===== config.mk =====
export PLATFORM = sky130hd
export DESIGN_NAME = conv_ctrl
export DESIGN_NICKNAME = d
export VERILOG_FILES = /design/src/inc/conv_ctrl_pkg.sv /design/src/conv_ctrl.sv /design/src/instr_tick.sv /design/src/trig_edge.sv
export VERILOG_INCLUDE_DIRS = /design/src /design/src/inc
export SDC_FILE = /design/constraint.sdc
export NUM_CORES = 1
export LEC_CHECK = 0
export BUFFER_PORTS_ARGS = -buffer_cell sky130_fd_sc_hd__buf_2
export CAP_MARGIN = 30
export CORE_UTILIZATION = 24
export DETAILED_ROUTE_END_ITERATION = 7
export SYNTH_ARGS = -nofsm -noshare
export SYNTH_HDL_FRONTEND = slang
export SYNTH_HIERARCHICAL = 1
export SYNTH_SLANG_ARGS = --single-unit
export TNS_END_PERCENT = 20

===== constraint.sdc =====
create_clock -name pclk -period 2.4 [get_ports pclk]
set_clock_uncertainty 0.2 [all_clocks]
set_input_delay 0.48 -clock pclk [delete_from_list [all_inputs] [get_ports pclk]]
set_output_delay 0.48 -clock pclk [all_outputs]
set_load 0.02 [all_outputs]

===== src/inc/conv_ctrl_regs.svh =====
/*
  Register offsets, field positions, reset values and timing counts of the
  converter sleep and auto-trigger control block.
  Assumes a 32-bit APB bus with one aligned word per register.
*/
`ifndef CONV_CTRL_REGS_SVH
`define CONV_CTRL_REGS_SVH

`define CTRL_OFFSET        12'h000
`define TRIG_SEL_OFFSET    12'h004
`define STATUS_OFFSET      12'h008
`define INT_MASK_OFFSET    12'h00c
`define CONV_TIME_OFFSET   12'h010

`define CTRL_ON_BIT        0
`define CTRL_GO_BIT        1
`define CTRL_CLK_LSB       2
`define CTRL_IE_BIT        4
`define CTRL_SLEEP_BIT     5
`define CTRL_PEND_BIT      6
`define CTRL_POWERED_BIT   7

`define STAT_DONE_BIT      0
`define STAT_WAKE_BIT      1
`define STAT_PEND_BIT      2

`define TRIG_SEL_WIDTH     5
`define CONV_TIME_RESET    8'h0c
`define RC_EXTRA_CYCLES    4'h1
`define INSTR_DIV          4'h3

`endif


===== src/inc/conv_ctrl_pkg.sv =====
/*
  Types shared by the converter control block.
  Assumes the register header is included by the files that need offsets.
*/
package conv_ctrl_pkg;

  typedef enum logic [1:0]
  {
    CLK_SYSTEM_DIV2,
    CLK_SYSTEM_DIV4,
    CLK_DEDICATED_RC,
    CLK_SYSTEM_DIV8
  } conv_clk_type;

  typedef enum logic [2:0]
  {
    ST_IDLE,
    ST_DELAY,
    ST_CONVERT,
    ST_FINISH
  } conv_state_type;

endpackage : conv_ctrl_pkg


===== src/conv_ctrl.sv =====
/*
  Converter sleep and auto-trigger control with an APB register slave.
  Assumes an APB master on pclk and trigger sources synchronous to pclk.
*/
// Design decisions made here: the register addresses and the APB register port.
`timescale 1ns/1ps
`default_nettype none
`include "conv_ctrl_regs.svh"

module conv_ctrl
  import conv_ctrl_pkg::*;
(
  // Clock and reset.
  input  wire logic        pclk,
  input  wire logic        presetn,
  // APB slave.
  input  wire logic        psel,
  input  wire logic        penable,
  input  wire logic        pwrite,
  input  wire logic [11:0] paddr,
  input  wire logic [31:0] pwdata,
  output logic [31:0]      prdata,
  output logic             pready,
  output logic             pslverr,
  // Device state and triggers.
  input  wire logic        sleeping,
  input  wire logic [31:0] trig_sources,
  // Converter handshake.
  input  wire logic        conv_complete,
  output logic             conv_start,
  output logic             converter_powered,
  // System outputs.
  output logic             wake_request,
  output logic             irq
);

  conv_clk_type   clk_sel_reg;
  conv_state_type state_reg;
  logic           converter_on_reg;
  logic           conversion_go_reg;
  logic           int_enable_reg;
  logic           pending_reg;
  logic           off_reg;
  logic [4:0]     auto_trigger_select_reg;
  logic [2:0]     status_reg;
  logic [2:0]     mask_reg;
  logic [7:0]     conv_time_reg;
  logic [7:0]     count_reg;
  logic [3:0]     delay_reg;
  logic           sleep_conv_reg;
  logic           tick;
  logic           trig_rise;
  logic           wr;
  logic           rd;
  logic           rc_clk;
  logic           can_run;
  logic           done_evt;
  logic           wake_evt;
  logic           pend_evt;
  logic           go_write;
  logic [31:0]    rdata_next;
  logic           mapped;

  assign wr      = psel & penable & pwrite;
  assign rd      = psel & ~penable & ~pwrite;
  assign rc_clk  = (clk_sel_reg == CLK_DEDICATED_RC);
  assign can_run = ~sleeping | rc_clk;
  assign go_write = wr & (paddr == `CTRL_OFFSET) & pwdata[`CTRL_GO_BIT];

  instr_tick instr_tick_i
  (
    .pclk    (pclk),
    .presetn (presetn),
    .tick    (tick)
  );

  trig_edge trig_edge_i
  (
    .pclk    (pclk),
    .presetn (presetn),
    .sources (trig_sources),
    .select  (auto_trigger_select_reg),
    .rise    (trig_rise)
  );

  // Completion events of a finished conversion, and the pending-trigger event.
  assign done_evt = (state_reg == ST_FINISH);
  assign wake_evt = done_evt & sleep_conv_reg & int_enable_reg;
  assign pend_evt = trig_rise & sleeping & ~rc_clk & converter_on_reg;

  // Control, trigger select, mask and conversion time registers written by software.
  always_ff @(posedge pclk or negedge presetn)
  begin
    if (!presetn)
    begin
      converter_on_reg <= 1'b0;
      clk_sel_reg      <= CLK_SYSTEM_DIV2;
      int_enable_reg   <= 1'b0;
      auto_trigger_select_reg <= 5'h00;
      mask_reg         <= 3'h0;
      conv_time_reg    <= `CONV_TIME_RESET;
    end
    else if (wr)
    begin
      case (paddr)
        `CTRL_OFFSET:
        begin
          converter_on_reg <= pwdata[`CTRL_ON_BIT];
          clk_sel_reg      <= conv_clk_type'(pwdata[`CTRL_CLK_LSB +: 2]);
          int_enable_reg   <= pwdata[`CTRL_IE_BIT];
        end
        `TRIG_SEL_OFFSET:
          auto_trigger_select_reg <= pwdata[`TRIG_SEL_WIDTH-1:0];
        `INT_MASK_OFFSET:
          mask_reg <= pwdata[2:0];
        `CONV_TIME_OFFSET:
          conv_time_reg <= pwdata[7:0];
        default:
          mask_reg <= mask_reg;
      endcase
    end
  end

  // Go bit: set by software or trigger, cleared at completion.
  always_ff @(posedge pclk or negedge presetn)
  begin
    if (!presetn)
      conversion_go_reg <= 1'b0;
    else if (go_write | (trig_rise & converter_on_reg & can_run))
      conversion_go_reg <= 1'b1;
    else if (pending_reg & ~sleeping)
      conversion_go_reg <= 1'b1;
    else if (done_evt)
      conversion_go_reg <= 1'b0;
  end

  // Trigger held while asleep on a clock that cannot run.
  always_ff @(posedge pclk or negedge presetn)
  begin
    if (!presetn)
      pending_reg <= 1'b0;
    else if (pend_evt)
      pending_reg <= 1'b1;
    else if (~sleeping)
      pending_reg <= 1'b0;
  end

  // Converter power: off after an unannounced sleep conversion.
  always_ff @(posedge pclk or negedge presetn)
  begin
    if (!presetn)
      off_reg <= 1'b0;
    else if (done_evt & sleep_conv_reg & ~int_enable_reg)
      off_reg <= 1'b1;
    else if (~sleeping | ~converter_on_reg)
      off_reg <= 1'b0;
  end

  // Conversion sequencer.
  always_ff @(posedge pclk or negedge presetn)
  begin
    if (!presetn)
    begin
      state_reg      <= ST_IDLE;
      count_reg      <= 8'h00;
      delay_reg      <= 4'h0;
      sleep_conv_reg <= 1'b0;
      conv_start     <= 1'b0;
    end
    else
    begin
      conv_start <= 1'b0;
      case (state_reg)
        ST_IDLE:
          if (conversion_go_reg & converter_on_reg & ~off_reg & can_run)
          begin
            delay_reg <= rc_clk ? `RC_EXTRA_CYCLES : 4'h0;
            state_reg <= ST_DELAY;
          end
        ST_DELAY:
          if (delay_reg == 4'h0)
          begin
            sleep_conv_reg <= sleeping;
            count_reg      <= conv_time_reg;
            conv_start     <= 1'b1;
            state_reg      <= ST_CONVERT;
          end
          else if (tick)
            delay_reg <= delay_reg - 4'h1;
        ST_CONVERT:
        begin
          sleep_conv_reg <= sleep_conv_reg | sleeping;
          if (conv_complete | (count_reg == 8'h00))
            state_reg <= ST_FINISH;
          else
            count_reg <= count_reg - 8'h01;
        end
        ST_FINISH:
          state_reg <= ST_IDLE;
        default:
          state_reg <= ST_IDLE;
      endcase
    end
  end

  // Sticky status, set wins over write-one-to-clear.
  always_ff @(posedge pclk or negedge presetn)
  begin
    if (!presetn)
      status_reg <= 3'h0;
    else
    begin
      if (wr & (paddr == `STATUS_OFFSET))
        status_reg <= (status_reg & ~pwdata[2:0])
                      | {pend_evt, wake_evt, done_evt};
      else
        status_reg <= status_reg | {pend_evt, wake_evt, done_evt};
    end
  end

  // Outputs from flip-flops.
  always_ff @(posedge pclk or negedge presetn)
  begin
    if (!presetn)
    begin
      wake_request      <= 1'b0;
      irq               <= 1'b0;
      converter_powered <= 1'b0;
    end
    else
    begin
      wake_request      <= wake_evt;
      irq               <= |(status_reg & mask_reg);
      converter_powered <= converter_on_reg & ~off_reg;
    end
  end

  // Read data mux.
  always_comb
  begin
    rdata_next = 32'h0000_0000;
    mapped     = 1'b1;
    case (paddr)
      `CTRL_OFFSET:
      begin
        rdata_next[`CTRL_ON_BIT]              = converter_on_reg;
        rdata_next[`CTRL_GO_BIT]              = conversion_go_reg;
        rdata_next[`CTRL_CLK_LSB +: 2]        = clk_sel_reg;
        rdata_next[`CTRL_IE_BIT]              = int_enable_reg;
        rdata_next[`CTRL_SLEEP_BIT]           = sleeping;
        rdata_next[`CTRL_PEND_BIT]            = pending_reg;
        rdata_next[`CTRL_POWERED_BIT]         = converter_on_reg & ~off_reg;
      end
      `TRIG_SEL_OFFSET:
        rdata_next[4:0] = auto_trigger_select_reg;
      `STATUS_OFFSET:
        rdata_next[2:0] = status_reg;
      `INT_MASK_OFFSET:
        rdata_next[2:0] = mask_reg;
      `CONV_TIME_OFFSET:
        rdata_next[7:0] = conv_time_reg;
      default:
        mapped = 1'b0;
    endcase
  end

  // APB answer: no wait state, read data captured in setup.
  always_ff @(posedge pclk or negedge presetn)
  begin
    if (!presetn)
    begin
      prdata  <= 32'h0000_0000;
      pready  <= 1'b0;
      pslverr <= 1'b0;
    end
    else
    begin
      pready  <= psel & ~penable;
      pslverr <= psel & ~penable & ~mapped;
      if (rd)
        prdata <= rdata_next;
    end
  end

endmodule : conv_ctrl
`default_nettype wire


===== src/instr_tick.sv =====
/*
  Divider that gives a one-cycle enable pulse per instruction cycle.
  Assumes a single free-running clock.
*/
`timescale 1ns/1ps
`default_nettype none
`include "conv_ctrl_regs.svh"

module instr_tick
(
  // Clock and reset.
  input  wire logic pclk,
  input  wire logic presetn,
  // Enable pulse.
  output logic      tick
);

  logic [3:0] count_reg;

  always_ff @(posedge pclk or negedge presetn)
  begin
    if (!presetn)
    begin
      count_reg <= 4'h0;
      tick      <= 1'b0;
    end
    else
    begin
      tick <= (count_reg == `INSTR_DIV);
      if (count_reg == `INSTR_DIV)
        count_reg <= 4'h0;
      else
        count_reg <= count_reg + 4'h1;
    end
  end

endmodule : instr_tick
`default_nettype wire


===== src/trig_edge.sv =====
/*
  Selects one of thirty-two trigger sources and detects its rising edge.
  Assumes trigger sources are synchronous to the clock.
*/
`timescale 1ns/1ps
`default_nettype none
`include "conv_ctrl_regs.svh"

module trig_edge
(
  // Clock and reset.
  input  wire logic        pclk,
  input  wire logic        presetn,
  // Sources and select.
  input  wire logic [31:0] sources,
  input  wire logic [4:0]  select,
  // Edge pulse.
  output logic             rise
);

  logic prev_reg;
  logic cur;

  assign cur = sources[select];

  always_ff @(posedge pclk or negedge presetn)
  begin
    if (!presetn)
      prev_reg <= 1'b0;
    else
      prev_reg <= cur;
  end

  assign rise = cur & ~prev_reg;

endmodule : trig_edge
`default_nettype wire


==> metrics.yaml <==
status: "finished, violations left"
violations: "DRC"
ys_top_cells_by_area: "dfrtp_1 (41%), mux2i_1 (7.5%), mux2_2 (7.5%)"
drt_first_pass_iters: 7
swShare_pct: 33.0
fin_crit_ps: 2320
crit_path_max_incr_delay_ps: 440
p_per_area_mw_per_mm2: 851
totalWireLength_mm: 8.99
place.gp.congestion: 0.803
clkTransAtPathRegs_ps: 50
post-route-drc-count: 29
yosys.cell_count.top_type: "dfrtp_1"
synthCells: 345
r2r_end: "status_reg[2]"
synth_common_cells: "dfrtp_1 (59), mux2i_1 (27), buf_4 (25)"
wl_per_cell_um: 14.2
met3_length_um: 484
hold_end: "pready"
combinationalPowerShare_pct: 31.6
p_clk_share_pct: 35.1
reg2reg_from: "auto_trigger_select_reg[0]"
synth_cell_types: 60
cts_tree: "done"
areaGrowthSynthToFinish_pct: 26.9
grt_max_degree: 29
antenna_found_initial: 0
chipWidth_um: 125
vdd.ir_drop.worst_mv: 0.393
synth-edff-count: 0
htreeDepth: 3
crit_path_end_kind: "flop"
drtIter0Drc: 213
syn_area_sq_mm: 0.00362
cts.sinks: 61
fin_area_sq_mm: 0.00460
cts_root_buf: "clkbuf_16"
r2r_slack_ps: 80
fmax_mhz: 431
start_kind: "flop"
cpMaxStageDelayCell: "dfrtp_2"
yosys_register_bits: 61
hold_path_startpoint: "penable"
cp.required_ps: 2450
p_switching_w: 0.00129
wl_met1_mm: 4.26
dp_hpwl_mm: 6.91
cts_setup_buffers: 0
drive_gt1_share_pct: 33.6
timing.final.crit_share_pct: 96.7
die_y_um: 125
ant_nets: 0
power.internal_w: 0.00262
drv_cap: 0
core.rowCount: 44
finalNetCount: 534
cp_common_cell: "a31oi_1"
yosysWarnings: 6
drv_slew: 0
die_area_sq_mm: 0.0156
vias_per_cell: 4.75
crit_type: "flop to flop"
ys.flop_type: "dfrtp_1"
met2_length_mm: 4.15
place_area_sq_mm: 0.00427
crit_path_cell_trace: "mux2i_1 -> a22o_1 -> a2111oi_2 -> a22oi_1 -> a31oi_1 -> buf_4 -> nand4_1 -> nor2b_1 -> a31oi_1"
fin_util_pct: 31.4
antennaDiodeCount: 0
worstHoldPathCells: 2
p_seq_share_pct: 33.4
multi_input_area_sq_mm: 0.00190
synth_seq_area_share_pct: 42.2
slew_headroom_pct: 62.4
hold_violations: 0
insertion_delay_ps: 330
portBuffers: 72
postSynthAreaPerCell_sq_um: 10.5
postSynth.asyncResetShare_pct: 100
grt_usage_pct: 12.1
cts_buffers: 9
num_vias: 2995
p_leak_nw: 2.12
highest_layer: "met4"
initial_core_util_pct: 24.8
grt_pass1_wl_mm: 14.9
hold_class: "primary input to flop"
synth_top_area_share_pct: 40.7
worstMarginPinSlew_ps: 564
grt_pass1_vias: 2914
rsz0062_at_grt: "true"
clock_path_buffers: 2
gr-total-overflow: 0
r2r_cells: 9
setup_viol: 0
seq_area_sq_mm: 0.00153
core_area_sq_mm: 0.0146
holdWs_ps: 143
crit_path_max_fanout: 4
fillers: 1526
critical_path_arrival_ps: 2370
yosysTopAreaCell: "dfrtp_1"
io_pins: 121
-- power by group through the flow --
| stage | clock, W | combinational, W | sequential [W] |
|---|---|---|---|
| after floorplan | 0 | 0.000903 | 0.00129 |
| after global placement | 0 | 0.00116 | 0.00131 |
| after detailed placement | 0 | 0.00120 | 0.00132 |
| after CTS | 0.00141 | 0.00122 | 0.00130 |
| after global routing | 0.00146 | 0.00138 | 0.00132 |
| final | 0.00137 | 0.00123 | 0.00130 |
-- area by class of cell --
class / count / share of cell area (%)
Sequential cell: 61 / 33.3
Clock buffer: 11 / 5.06
Clock inverter: 5 / 1.85
Timing Repair Buffer: 98 / 12.4
Multi-Input combinational cell: 258 / 41.3
Inverter: 14 / 1.14
Tap cell: 184 / 5.01
-- how the worst max path moves through the flow --
stage,start,endpoint,slack (ps)
final,auto_trigger_select_reg[0],status_reg[2],80
after global routing,auto_trigger_select_reg[0],status_reg[2],-70
after global placement,trig_sources[7],status_reg[2],30
after floorplan,auto_trigger_select_reg[0],status_reg[2],230
after CTS,auto_trigger_select_reg[0],status_reg[2],40
after detailed placement,trig_sources[6],status_reg[2],-8
-- per-layer routing --
metal	GRT usage, %	vias up
met4	2.87	0
met1	15.7	1462
met3	3.82	9
met5	0	-
met2	19.7	93
li1	-	1431
-- cell families after synthesis --
| logic type | Yosys count | synth area share, % |
|---|---|---|
| AO/OA/AOI/OAI | 79 | 15.3 |
| multiplexers | 51 | 14.9 |
| flip-flops | 61 | 42.2 |
| buffers and inverters | 49 | 7.97 |
| XOR/XNOR | 1 | 0.242 |
| other | 1 | 0.103 |
| adder cells (fa/ha/maj) | 9 | 3.11 |
| AND/OR/NAND/NOR | 94 | 16.2 |
-- metrics by stage --
| step | setup WS (ps) | total power [W] | cells | setup TNS, ps |
|---|---|---|---|---|
| final | 79.4 | 0.00391 | 631 | 0 |
| after detailed placement | -7.94 | 0.00252 | 614 | -7.94 |
| after global placement | 26.7 | 0.00247 | 614 | 0 |
| after floorplan | 227 | 0.00219 | 368 | 0 |
| after CTS | 40.4 | 0.00393 | 631 | 0 |
| after global routing | -70.9 | 0.00416 | 631 | -70.9 |
-- timing repair --
action / 4_1_cts / 5_1_grt
hold endpoints to repair: 20 / 0
resized for setup: 0 / 2
setup endpoints to repair: 0 / 8
hold buffers: 1 / 0
-- cell usage in the layout, fill, tap and decap left out, types with 5 or more instances in the layout --
cell type   n
mux2_2     24
buf_2      72
a22oi_1     6
nor3_1      7
nor2_1     11
nand3_1    10
buf_4      24
nand2b_1    6
nand2_1    20
dfrtp_1    58
inv_1      14
o21ai_0    16
ha_1        9
mux2i_1    27
nor2b_1    13
a2bb2oi_1   5
conb_1     24
a21oi_1    15
clkbuf_16   9
-- worst max-delay path: cells and delay by family (launching register included) --
| family | cells | cell delay (ps) |
|---|---|---|
| AO/OA/AOI/OAI | 5 | 1030 |
| buffers and inverters | 1 | 140 |
| multiplexers | 1 | 150 |
| AND/OR/NAND/NOR | 2 | 290 |
| flip-flops | 1 | 440 |
Note: power is estimated with default switching activity, not from simulation.
